[src/hdl/pmr_pkg.sv]
// Constants, register map and carrier types for the PCS management register set.
// Assumes a single 40 MHz system clock and an MDIO frame engine in front of the bank.
package pmr_pkg;

  localparam logic [4:0]  REG_PCS_CONTROL      = 5'h00;
  localparam logic [4:0]  REG_PCS_STATUS       = 5'h01;
  localparam logic [4:0]  REG_PHY_IDENT_UPPER  = 5'h02;
  localparam logic [4:0]  REG_PHY_IDENT_LOWER  = 5'h03;
  localparam logic [4:0]  REG_AN_ADVERTISEMENT = 5'h04;
  localparam logic [4:0]  REG_LINK_PARTNER     = 5'h05;
  localparam logic [4:0]  REG_AN_EXPANSION     = 5'h06;
  localparam logic [4:0]  REG_NP_TRANSMIT      = 5'h07;
  localparam logic [4:0]  REG_NP_RECEIVE       = 5'h08;
  localparam logic [4:0]  REG_EXT_STATUS       = 5'h0f;
  localparam logic [4:0]  REG_AN_INT_CONTROL   = 5'h10;
  localparam logic [4:0]  REG_LOOPBACK_POS     = 5'h11;

  // Control register fields
  localparam int          CTL_RESET_BIT        = 15;
  localparam int          CTL_LOOPBACK_BIT     = 14;
  localparam int          CTL_AN_ENABLE_BIT    = 12;
  localparam int          CTL_POWER_DOWN_BIT   = 11;
  localparam int          CTL_ISOLATE_BIT      = 10;
  localparam int          CTL_AN_RESTART_BIT   = 9;
  localparam int          CTL_UNIDIR_BIT       = 5;
  localparam logic [15:0] CTL_WRITABLE_MASK    = 16'hde20;
  localparam logic [15:0] CTL_FIXED_ONES       = 16'h0140;
  localparam logic [15:0] CTL_RESET_VALUE      = 16'h1400;

  // Status register fields
  localparam int          STS_AN_COMPLETE_BIT  = 5;
  localparam int          STS_REMOTE_FAULT_BIT = 4;
  localparam int          STS_LINK_STATUS_BIT  = 2;
  localparam logic [15:0] STS_FIXED_ONES       = 16'h01c8;

  // Identifier values are arbitrary neutral codes
  localparam logic [15:0] IDENT_UPPER_VALUE    = 16'h0000;
  localparam logic [15:0] IDENT_LOWER_VALUE    = 16'h0000;

  localparam logic [15:0] ADVERTISEMENT_VALUE  = 16'h0001;
  localparam logic [15:0] PARTNER_RESET_VALUE  = 16'h8001;
  localparam logic [15:0] PARTNER_VALID_MASK   = 16'hdc00;
  localparam logic [15:0] PARTNER_FIXED_ONES   = 16'h0001;
  localparam int          EXP_PAGE_RX_BIT      = 1;
  localparam logic [15:0] EXP_FIXED_ONES       = 16'h0004;

  localparam logic [15:0] NPT_WRITABLE_MASK    = 16'hb7ff;
  localparam logic [15:0] NPT_RESET_VALUE      = 16'h2001;
  localparam int          NPT_TOGGLE_BIT       = 11;

  localparam int          NPR_ACK2_BIT         = 12;
  localparam int          NPR_TOGGLE_BIT       = 11;
  localparam logic [15:0] NPR_VALID_MASK       = 16'hffff;
  localparam logic [15:0] NPR_RESET_VALUE      = 16'h0000;

  localparam logic [15:0] EXT_STATUS_VALUE     = 16'h8000;

  localparam int          INT_STATUS_BIT       = 1;
  localparam int          INT_ENABLE_BIT       = 0;
  localparam logic        INT_ENABLE_RESET     = 1'b1;
  localparam int          LBP_POSITION_BIT     = 0;
  localparam logic        LBP_POSITION_RESET   = 1'b0;

  // Idle code group sent while looped inside the PCS, loopback position 0 (K28.5 / D16.2 pair)
  localparam logic [7:0]  IDLE_K_CHAR          = 8'hbc;
  localparam logic [7:0]  IDLE_D_CHAR          = 8'h50;

  typedef struct packed {
    logic        rd;
    logic        wr;
    logic [4:0]  addr;
    logic [15:0] wdata;
  } pmr_mgmt_req_t;

  typedef struct packed {
    logic        valid;
    logic [15:0] rdata;
  } pmr_mgmt_rsp_t;

  typedef struct packed {
    logic [7:0] data;
    logic       is_k;
  } pmr_symbol_t;

  typedef struct packed {
    logic        an_complete;
    logic        link_up;
    logic        remote_fault;
    logic        page_rx;
    logic [15:0] partner_word;
    logic        np_rx;
    logic [15:0] np_word;
  } pmr_an_event_t;

endpackage

[src/hdl/pmr_register_set.sv]
// PCS management register bank reached by register address from an MDIO frame engine,
// with the loopback point at the transceiver side of the PCS (position 0, with idle insertion) or inside the transceiver (position 1).
// Assumes requests and auto-negotiation events are synchronous to clk_sys.
`timescale 1ns/1ps
`default_nettype none

module pmr_register_set
  import pmr_pkg::*;
(
  input  wire logic          clk_sys,         // System clock, 40 MHz
  input  wire logic          nrst,            // Asynchronous reset, active low
  input  wire logic          sgmii_sel,       // SGMII physical interface selected
  input  wire pmr_mgmt_req_t mgmt_req,        // Management read/write request
  output pmr_mgmt_rsp_t      mgmt_rsp,        // Read data answer
  input  wire pmr_an_event_t an_evt,          // Auto-negotiation results from PCS
  input  wire pmr_symbol_t   pcs_tx_sym,      // Transmit code group from PCS
  input  wire pmr_symbol_t   serdes_rx_sym,   // Receive code group from transceiver
  output pmr_symbol_t        serdes_tx_sym,   // Code group toward transceiver
  output pmr_symbol_t        pcs_rx_sym,      // Code group toward PCS receive
  output logic               an_irq,          // Completion interrupt to MAC status
  output logic               serdes_lpbk,     // Loopback inside transceiver
  output logic               pcs_reset,       // Self-clearing PCS reset pulse
  output logic               an_restart,      // Self-clearing restart pulse
  output logic               an_enable,       // Auto-negotiation enabled
  output logic               power_down,      // Transceiver low power request
  output logic               isolate,         // Isolate the PCS
  output logic               unidir_en        // Unidirectional transmit enable
);

  logic        rst_meta_q;
  logic        rst_sync_q;
  logic        rst_n;

  always_ff @(posedge clk_sys or negedge nrst) begin
    if (!nrst) begin
      rst_meta_q <= 1'b0;
      rst_sync_q <= 1'b0;
    end else begin
      rst_meta_q <= 1'b1;
      rst_sync_q <= rst_meta_q;
    end
  end
  assign rst_n = rst_sync_q;

  logic [15:0] ctl_q,       ctl_d;
  logic [15:0] partner_q,   partner_d;
  logic [15:0] npt_q,       npt_d;
  logic [15:0] npr_q,       npr_d;
  logic        an_done_q,   an_done_d;
  logic        rfault_q,    rfault_d;
  logic        link_q,      link_d;
  logic        page_rx_q,   page_rx_d;
  logic        int_en_q,    int_en_d;
  logic        int_sts_q,   int_sts_d;
  logic        lbp_pos_q,   lbp_pos_d;
  logic [15:0] rdata_q,     rdata_d;
  logic        rvalid_q;
  pmr_symbol_t tx_sym_q,    tx_sym_d;
  pmr_symbol_t rx_sym_q,    rx_sym_d;
  logic        idle_phase_q;

  // Register selection shared by reads and writes
  function automatic logic hit(input pmr_mgmt_req_t r, input logic [4:0] a);
    return r.addr == a;
  endfunction

  wire         wr_ctl     = mgmt_req.wr & hit(mgmt_req, REG_PCS_CONTROL);
  wire         wr_npt     = mgmt_req.wr & hit(mgmt_req, REG_NP_TRANSMIT);
  wire         wr_int     = mgmt_req.wr & hit(mgmt_req, REG_AN_INT_CONTROL);
  wire         wr_lbp     = mgmt_req.wr & hit(mgmt_req, REG_LOOPBACK_POS);
  wire         rd_sts     = mgmt_req.rd & hit(mgmt_req, REG_PCS_STATUS);
  wire         rd_exp     = mgmt_req.rd & hit(mgmt_req, REG_AN_EXPANSION);
  wire         loop_on    = ctl_q[CTL_LOOPBACK_BIT];
  wire         loop_soft  = loop_on & ~lbp_pos_q;

  // Writable fields only; fixed and reserved bits never stored
  wire [15:0]  ctl_wr_val = (mgmt_req.wdata & CTL_WRITABLE_MASK);
  wire [15:0]  npt_wr_val = (mgmt_req.wdata & NPT_WRITABLE_MASK) |
                            (npt_q & ~NPT_WRITABLE_MASK);

  always_comb begin
    ctl_d = ctl_q;
    ctl_d[CTL_RESET_BIT]      = 1'b0;
    ctl_d[CTL_AN_RESTART_BIT] = 1'b0;
    if (wr_ctl) begin
      ctl_d = ctl_wr_val;
    end
    if (ctl_q[CTL_RESET_BIT]) begin
      ctl_d[CTL_POWER_DOWN_BIT] = 1'b0;
    end
  end

  always_comb begin
    partner_d = partner_q;
    if (an_evt.an_complete) begin
      partner_d = (an_evt.partner_word & PARTNER_VALID_MASK) | PARTNER_FIXED_ONES;
    end
  end

  always_comb begin
    npt_d = npt_q;
    if (wr_npt) begin
      npt_d = npt_wr_val;
    end
    if (an_evt.np_rx) begin
      npt_d[NPT_TOGGLE_BIT] = ~npt_q[NPT_TOGGLE_BIT];
    end
  end

  always_comb begin
    npr_d = npr_q;
    if (an_evt.np_rx) begin
      npr_d = an_evt.np_word & NPR_VALID_MASK;
    end
  end

  // Sticky status flags: a new event wins over the clear by restart or reset (completion) or by read (others)
  always_comb begin
    an_done_d = an_done_q;
    if (ctl_q[CTL_AN_RESTART_BIT] || ctl_q[CTL_RESET_BIT]) begin
      an_done_d = 1'b0;
    end
    if (an_evt.an_complete) begin
      an_done_d = 1'b1;
    end
  end

  always_comb begin
    rfault_d = rd_sts ? 1'b0 : rfault_q;
    link_d   = rd_sts ? 1'b0 : link_q;
    if (an_evt.remote_fault) begin
      rfault_d = 1'b1;
    end
    if (an_evt.link_up) begin
      link_d = 1'b1;
    end
    page_rx_d = rd_exp ? 1'b0 : page_rx_q;
    if (an_evt.page_rx) begin
      page_rx_d = 1'b1;
    end
  end

  always_comb begin
    int_en_d  = wr_int ? mgmt_req.wdata[INT_ENABLE_BIT] : int_en_q;
    int_sts_d = int_sts_q;
    if (wr_int && !mgmt_req.wdata[INT_STATUS_BIT]) begin
      int_sts_d = 1'b0;
    end
    if (an_evt.an_complete) begin
      int_sts_d = 1'b1;
    end
    if (!int_en_d) begin
      int_sts_d = 1'b0;
    end
    lbp_pos_d = wr_lbp ? mgmt_req.wdata[LBP_POSITION_BIT] : lbp_pos_q;
  end

  // Read mux; unmapped addresses and non-SGMII mode read zero
  always_comb begin
    rdata_d = 16'h0000;
    case (mgmt_req.addr)
      REG_PCS_CONTROL:      rdata_d = ctl_q | CTL_FIXED_ONES;
      REG_PCS_STATUS:       rdata_d = STS_FIXED_ONES |
                                      (16'(an_done_q) << STS_AN_COMPLETE_BIT) |
                                      (16'(rfault_q)  << STS_REMOTE_FAULT_BIT) |
                                      (16'(link_q)    << STS_LINK_STATUS_BIT);
      REG_PHY_IDENT_UPPER:  rdata_d = IDENT_UPPER_VALUE;
      REG_PHY_IDENT_LOWER:  rdata_d = IDENT_LOWER_VALUE;
      REG_AN_ADVERTISEMENT: rdata_d = ADVERTISEMENT_VALUE;
      REG_LINK_PARTNER:     rdata_d = partner_q;
      REG_AN_EXPANSION:     rdata_d = EXP_FIXED_ONES | (16'(page_rx_q) << EXP_PAGE_RX_BIT);
      REG_NP_TRANSMIT:      rdata_d = npt_q;
      REG_NP_RECEIVE:       rdata_d = npr_q;
      REG_EXT_STATUS:       rdata_d = EXT_STATUS_VALUE;
      REG_AN_INT_CONTROL:   rdata_d = (16'(int_sts_q) << INT_STATUS_BIT) |
                                      (16'(int_en_q)  << INT_ENABLE_BIT);
      REG_LOOPBACK_POS:     rdata_d = 16'(lbp_pos_q) << LBP_POSITION_BIT;
      default:              rdata_d = 16'h0000;
    endcase
    if (!sgmii_sel) begin
      rdata_d = 16'h0000;
    end
  end

  // Idle ordered set alternates comma and data characters
  always_comb begin
    tx_sym_d = pcs_tx_sym;
    rx_sym_d = serdes_rx_sym;
    if (loop_soft) begin
      rx_sym_d = pcs_tx_sym;
    end
    if (loop_soft) begin
      tx_sym_d.is_k = ~idle_phase_q;
      tx_sym_d.data = idle_phase_q ? IDLE_D_CHAR : IDLE_K_CHAR;
    end
  end

  // Control word; reset and restart bits clear themselves a cycle later
  always_ff @(posedge clk_sys or negedge rst_n) begin
    if (!rst_n) begin
      ctl_q <= CTL_RESET_VALUE;
    end else begin
      ctl_q <= ctl_d;
    end
  end

  always_ff @(posedge clk_sys or negedge rst_n) begin
    if (!rst_n) begin
      partner_q <= PARTNER_RESET_VALUE;
    end else begin
      partner_q <= partner_d;
    end
  end

  always_ff @(posedge clk_sys or negedge rst_n) begin
    if (!rst_n) begin
      npt_q <= NPT_RESET_VALUE;
    end else begin
      npt_q <= npt_d;
    end
  end

  always_ff @(posedge clk_sys or negedge rst_n) begin
    if (!rst_n) begin
      npr_q <= NPR_RESET_VALUE;
    end else begin
      npr_q <= npr_d;
    end
  end

  // Sticky event flags; an event in the cycle of a clear wins
  always_ff @(posedge clk_sys or negedge rst_n) begin
    if (!rst_n) begin
      an_done_q <= 1'b0;
    end else begin
      an_done_q <= an_done_d;
    end
  end

  always_ff @(posedge clk_sys or negedge rst_n) begin
    if (!rst_n) begin
      rfault_q <= 1'b0;
    end else begin
      rfault_q <= rfault_d;
    end
  end

  always_ff @(posedge clk_sys or negedge rst_n) begin
    if (!rst_n) begin
      link_q <= 1'b0;
    end else begin
      link_q <= link_d;
    end
  end

  always_ff @(posedge clk_sys or negedge rst_n) begin
    if (!rst_n) begin
      page_rx_q <= 1'b0;
    end else begin
      page_rx_q <= page_rx_d;
    end
  end

  // Interrupt enable and status, loopback position
  always_ff @(posedge clk_sys or negedge rst_n) begin
    if (!rst_n) begin
      int_en_q <= INT_ENABLE_RESET;
    end else begin
      int_en_q <= int_en_d;
    end
  end

  always_ff @(posedge clk_sys or negedge rst_n) begin
    if (!rst_n) begin
      int_sts_q <= 1'b0;
    end else begin
      int_sts_q <= int_sts_d;
    end
  end

  always_ff @(posedge clk_sys or negedge rst_n) begin
    if (!rst_n) begin
      lbp_pos_q <= LBP_POSITION_RESET;
    end else begin
      lbp_pos_q <= lbp_pos_d;
    end
  end

  // Read data holds until the next read
  always_ff @(posedge clk_sys or negedge rst_n) begin
    if (!rst_n) begin
      rdata_q <= 16'h0000;
    end else begin
      rdata_q <= mgmt_req.rd ? rdata_d : rdata_q;
    end
  end

  always_ff @(posedge clk_sys or negedge rst_n) begin
    if (!rst_n) begin
      rvalid_q <= 1'b0;
    end else begin
      rvalid_q <= mgmt_req.rd;
    end
  end

  // One cycle of latency on both code group paths
  always_ff @(posedge clk_sys or negedge rst_n) begin
    if (!rst_n) begin
      tx_sym_q <= '0;
    end else begin
      tx_sym_q <= tx_sym_d;
    end
  end

  always_ff @(posedge clk_sys or negedge rst_n) begin
    if (!rst_n) begin
      rx_sym_q <= '0;
    end else begin
      rx_sym_q <= rx_sym_d;
    end
  end

  // Idle phase restarts on the comma whenever loopback starts
  always_ff @(posedge clk_sys or negedge rst_n) begin
    if (!rst_n) begin
      idle_phase_q <= 1'b0;
    end else begin
      idle_phase_q <= loop_soft ? ~idle_phase_q : 1'b0;
    end
  end

  assign mgmt_rsp.valid = rvalid_q;
  assign mgmt_rsp.rdata = rdata_q;
  assign serdes_tx_sym  = tx_sym_q;
  assign pcs_rx_sym     = rx_sym_q;
  assign an_irq         = int_sts_q;
  assign serdes_lpbk    = loop_on & lbp_pos_q;
  assign pcs_reset      = ctl_q[CTL_RESET_BIT];
  assign an_restart     = ctl_q[CTL_AN_RESTART_BIT];
  assign an_enable      = ctl_q[CTL_AN_ENABLE_BIT];
  assign power_down     = ctl_q[CTL_POWER_DOWN_BIT];
  assign isolate        = ctl_q[CTL_ISOLATE_BIT];
  assign unidir_en      = ctl_q[CTL_UNIDIR_BIT];

endmodule

`default_nettype wire

[config.mk]
export PLATFORM = sky130hd
export DESIGN_NAME = pmr_register_set
export DESIGN_NICKNAME = d
export VERILOG_FILES = /design/src/hdl/pmr_pkg.sv /design/src/hdl/pmr_register_set.sv
export SDC_FILE = /design/constraint.sdc
export NUM_CORES = 1
export LEC_CHECK = 0
export BUFFER_PORTS_ARGS = -buffer_cell sky130_fd_sc_hd__buf_2
export CORE_MARGIN = 3
export CORE_UTILIZATION = 40
export DETAILED_ROUTE_END_ITERATION = 8
export PLACE_DENSITY = 0.66
export SYNTH_ARGS = -nofsm -noshare
export SYNTH_HDL_FRONTEND = slang
export SYNTH_SLANG_ARGS = --single-unit
[constraint.sdc]
create_clock -name clk_sys -period 3.43 [get_ports clk_sys]
set_clock_uncertainty 0.15 [all_clocks]
set_input_delay 0.343 -clock clk_sys [delete_from_list [all_inputs] [get_ports clk_sys]]
set_output_delay 0.343 -clock clk_sys [all_outputs]
set_load 0.02 [all_outputs]
# Yosys cells after proc, flatten, opt, wreduce, memory -nomap -nowiden
# Index checks and enable logic that the tools add are counted.
[word_totals]
rom_bits = 0
latch_bits = 0
reg_bits = 89
ram_bits = 0
wordCells = 79
mem_count = 0
output_inout_bits = 43
inputBits = 81
[classes]
shifts = 0
reduce_logical = 10
n_addsub = 0
n_mux = 21
eq_ne = 10
n_div = 0
n_bitwise = 15
magnitude_cmp = 0
n_mul = 0
[op_table]
columns = ["op", "n"]
rows = [
  ["one-hot mux 16 bit (10 select lines)", 1],
  ["two-way mux 16 bit", 2],
  ["== test 5 x 3 -> 1 bit, second input constant", 4],
  ["two-way mux 9 bit", 2],
  ["bitwise OR 16 x 15 -> 16 bit", 1],
  ["two-way mux 1 bit", 14],
  ["two-way mux 12 bit", 1],
  ["nonzero test 2 bit", 6],
  ["== test 5 x 4 -> 1 bit, second input constant", 2],
  ["== test 5 bit, second input constant", 2],
  ["bitwise OR 9 x 3 -> 9 bit", 1],
  ["bitwise OR 9 x 5 -> 9 bit", 1],
  ["AND 1 bit", 8],
  ["two-way mux 8 bit", 1],
  ["== test 5 x 1 -> 1 bit, second input constant", 1],
  ["zero test 5 bit", 1],
  ["!= test 3 x 2 -> 1 bit, second input constant", 1],
  ["inverter 1 bit", 3],
  ["bitwise OR 2 x 1 -> 2 bit", 1],
  ["logical AND 1 bit", 1],
  ["zero test 1 bit", 1],
  ["logical OR 1 bit", 1],
]

# Longest topological paths before layout
[depth]
ltp_word = 6
depth_mapped = 6
mapped_depth_nobuf = 4

# Worst setup path after synthesis
# No wires, ideal clock.
[synth_timing]
kind = "input-to-reg"
start = "input port mgmt_req[20] in the netlist's numbering"
end = "register npt_q[10]"
t_required_ns = 3.155
path_stages = 5
slack_ns = 1.690
t_arrival_ns = 1.465
setup_time_ns = 0.125
n_path_buf = 1
cell_sequence = "nand2b_1 -> nor3_4 -> nand2_2 -> buf_6 -> mux2_4"
[synth_via]
elab_chain_cells = 2
[synth_lines]
columns = ["element", "line", "text"]
rows = [
  ["start, declared", "pmr_register_set.sv:13", "input wire pmr_mgmt_req_t mgmt_req,"],
  ["== test 5 x 3 -> 1 bit", "pmr_register_set.sv:64", "return r.addr == a;"],
  ["AND 1 bit", "pmr_register_set.sv:68", "wire wr_npt = mgmt_req.wr & hit(mgmt_req, REG_NP_TRANSMIT);"],
  ["end signal, assigned", "pmr_register_set.sv:219", "npt_q <= npt_d;"],
  ["end, declared", "pmr_register_set.sv:47", "logic [15:0] npt_q, npt_d;"],
]
# No other way between the ends.
# A chain may end at the register's enable or synchronous reset.

# Worst setup path in the final report
[layout_timing]
start = "input port mgmt_req[18] in the netlist's numbering"
end = "register npt_q[4]"
# The elaborated chain is that of the path after synthesis.

==> flow_summary.json <==
{
  "synthFlopType": "dfrtp_1",
  "core_um2": 8930,
  "crit_chain": "buf_2 > nand2b_1 > nor3_4 > nand2_2 > mux2_4",
  "status": "finished, final reports clean",
  "track_usage_pct": 17.0,
  "synth.most_common_cell": "dfrtp_1",
  "cp_max_fo": 14,
  "highest_layer": "met4",
  "final_hold_viol_count": 0,
  "ys_types": 45,
  "ios": 124,
  "wl_met2_mm": 4.12,
  "required_ns": 3.51,
  "h-tree-depth": 3,
  "yosysTopAreaCell": "dfrtp_1",
  "dpl.hpwl_mm": 6.09,
  "cts_resized": 0,
  "antenna_found_initial": 0,
  "min_path_cells": 2,
  "tns_ns": 0,
  "reg2reg_slack_ns": 1.69,
  "post-route-drc-count": 0,
  "synth_edf_count": 0,
  "holdPathEnd": "page_rx_q",
  "routed_wl_mm": 8.61,
  "netlist_area_um2": 3750,
  "clk_latency_ns": 0.35,
  "wl_met3_um": 584,
  "r2r_start": "ctl_q[10]",
  "die_y_um": 103,
  "die_area_um2": 10600,
  "critical_path_depth": 5,
  "slowest_stage": "nor3_4",
  "area_growth_pct": 21.9,
  "ys_async_sr_fraction_pct": 100,
  "max_cap_violations": 0,
  "critPathLaunch": "mgmt_req[18]",
  "timing.hold.ws_ns": 0.0179,
  "cp-start-kind": "primary input",
  "num-fill-cells": 825,
  "worstMarginPinSlew_ns": 1.08,
  "cts.sinks": 88,
  "grt.overflow.total": 0,
  "syn_area_per_cell_um2": 13.0,
  "power_leakage_nw": 2.20,
  "period_share_pct": 58.1,
  "place_congestion": 0.830,
  "post-cts-setup-buffer-count": 0,
  "crit_type": "in -> reg",
  "drtAntennaViolNets": 0,
  "slew_viol_final": 0,
  "firstDrtPassIters": 4,
  "hp-class": "in -> reg",
  "fin_crit_ns": 1.99,
  "cp-end-kind": "register",
  "ys_seq_area_share_pct": 58.9,
  "synth_top_area_share_pct": 54.7,
  "layout-drive-gt1-share_pct": 48.0,
  "crit_buf_inv": 1,
  "syn_nets": 370,
  "fmax_mhz": 502,
  "synth_common_cells": "dfrtp_1 (82), mux2_2 (42), inv_1 (19)",
  "synthTopCellsByArea": "dfrtp_1 (55%), mux2_2 (13%), dfstp_2 (4.2%)",
  "via_count": 2650,
  "min-delay-start": "an_evt[33]",
  "relSlewSlack_pct": 27.7,
  "io_buffers": 112,
  "die_width_um": 103,
  "ir_drop_mv": 0.278,
  "nNetsFinal": 478,
  "routedWlPerCell_um": 16.9,
  "ys_ff_latch": 88,
  "setup_slack_ns": 1.44,
  "cts_buffers": 9,
  "grt_first_pass_wirelength_mm": 13.9,
  "path_clk_slew_ns": 0.09,
  "cts_tree": "yes",
  "cts_hold_buf": 1,
  "max_stage_delay_ns": 0.47,
  "worstPathArrival_ns": 2.07,
  "wl_met1_mm": 3.82,
  "initial_core_util_pct": 42.0,
  "cts.root.buffer_cell": "clkbuf_8",
  "path_delay_family": "simple AND/OR/NAND/NOR gates",
  "powerDensity_nw_per_um2": 507,
  "setup_viol": 0,
  "utilization_pct": 51.2,
  "total_power_mw": 2.32,
  "multi_input_area_um2": 1390,
  "pre_cts_slack_ns": 1.07,
  "reg2reg_depth": 4,
  "ys_warn_count": 0,
  "rsz0062_at_grt": "no",
  "rows": 34,
  "regArea_um2": 2210,
  "drt_iter0_drc": 199,
  "grt_pass1_vias": 2690,
  "regToRegEndpoint": "rdata_q[10]",
  "synth_cells": 289,
  "diodes": 0,
  "grt_max_degree": 87,
  "routed_via_density": 5.20,
  "clockBufferDepth": 2
}
-- worst max-delay path by stage --
stage	to	slack [ns]
after CTS	npt_q[4]	1.45
final	npt_q[4]	1.44
after global placement	npt_q[12]	1.05
after detailed placement	npt_q[7]	1.07
after global routing	npt_q[4]	1.28
after floorplan	an_done_q	0.66
-- layer usage --
layer	GRT usage (%)	vias to the layer above
met2	26.5	93
met5	0	-
met1	23.5	1287
met4	5.48	0
li1	-	1257
met3	4.26	13
-- power breakdown --
group,internal [mW],switching [mW]
Combinational,0.191,0.195
Sequential,1.17,0.0789
Clock,0.307,0.378
-- stage by stage --
stage / area, um2 / cells
final: 4570 / 510
after global routing: 4570 / 510
after CTS: 4570 / 510
after detailed placement: 4370 / 493
after global placement: 4370 / 493
after floorplan: 3750 / 289
-- final cells by class --
class	instances	area share [%]
clock buffer	11	3.31
clock inverter	5	0.821
inverter	19	1.56
multi-input combinational	165	30.3
tap	108	2.95
sequential	88	48.4
timing repair buffer	114	12.6
-- layout by cell type (no fill, tap or decap), types with 2 or more instances in the layout --
cell | netlist | final
buf_2 | 7 | 112
a21oi_1 | 4 | 4
o21ai_0 | 5 | 5
nand2_1 | 7 | 7
o22ai_1 | 14 | 14
mux2i_1 | 3 | 3
clkinvlp_4 | 0 | 2
a22oi_1 | 7 | 7
nor4_1 | 2 | 2
mux2_2 | 42 | 42
a21o_1 | 8 | 8
mux2_4 | 10 | 10
and2_1 | 4 | 4
nor2_1 | 3 | 3
clkbuf_8 | 0 | 11
nand3b_1 | 2 | 2
inv_1 | 19 | 19
nand3_1 | 3 | 3
dfrtp_1 | 82 | 81
nand2b_1 | 8 | 8
a21boi_0 | 4 | 4
inv_6 | 0 | 2
nor3_1 | 6 | 6
and3_1 | 6 | 6
a221oi_1 | 8 | 8
dfstp_2 | 6 | 6
-- logic make-up (layout without fill, tap and decap cells) --
logic type	Yosys count	count (layout)	share of synthesized area, %
flip-flops	88	88	58.9
multiplexers	55	55	17.4
other	1	1	0.100
AND/OR/NAND/NOR	52	52	8.67
buffers and inverters	36	149	4.14
XOR/XNOR	1	1	0.234
AO/OA/AOI/OAI	56	56	10.5
-- registers in the layout, summed over array words and instances (netlist names), 5 cells and up --
register,flops
ctl_q,7
npr_q,16
npt_q,15
partner_q,5
pcs_rx_sym,9
rdata_q,16
serdes_tx_sym,9
(Power assumes the default switching activity.)
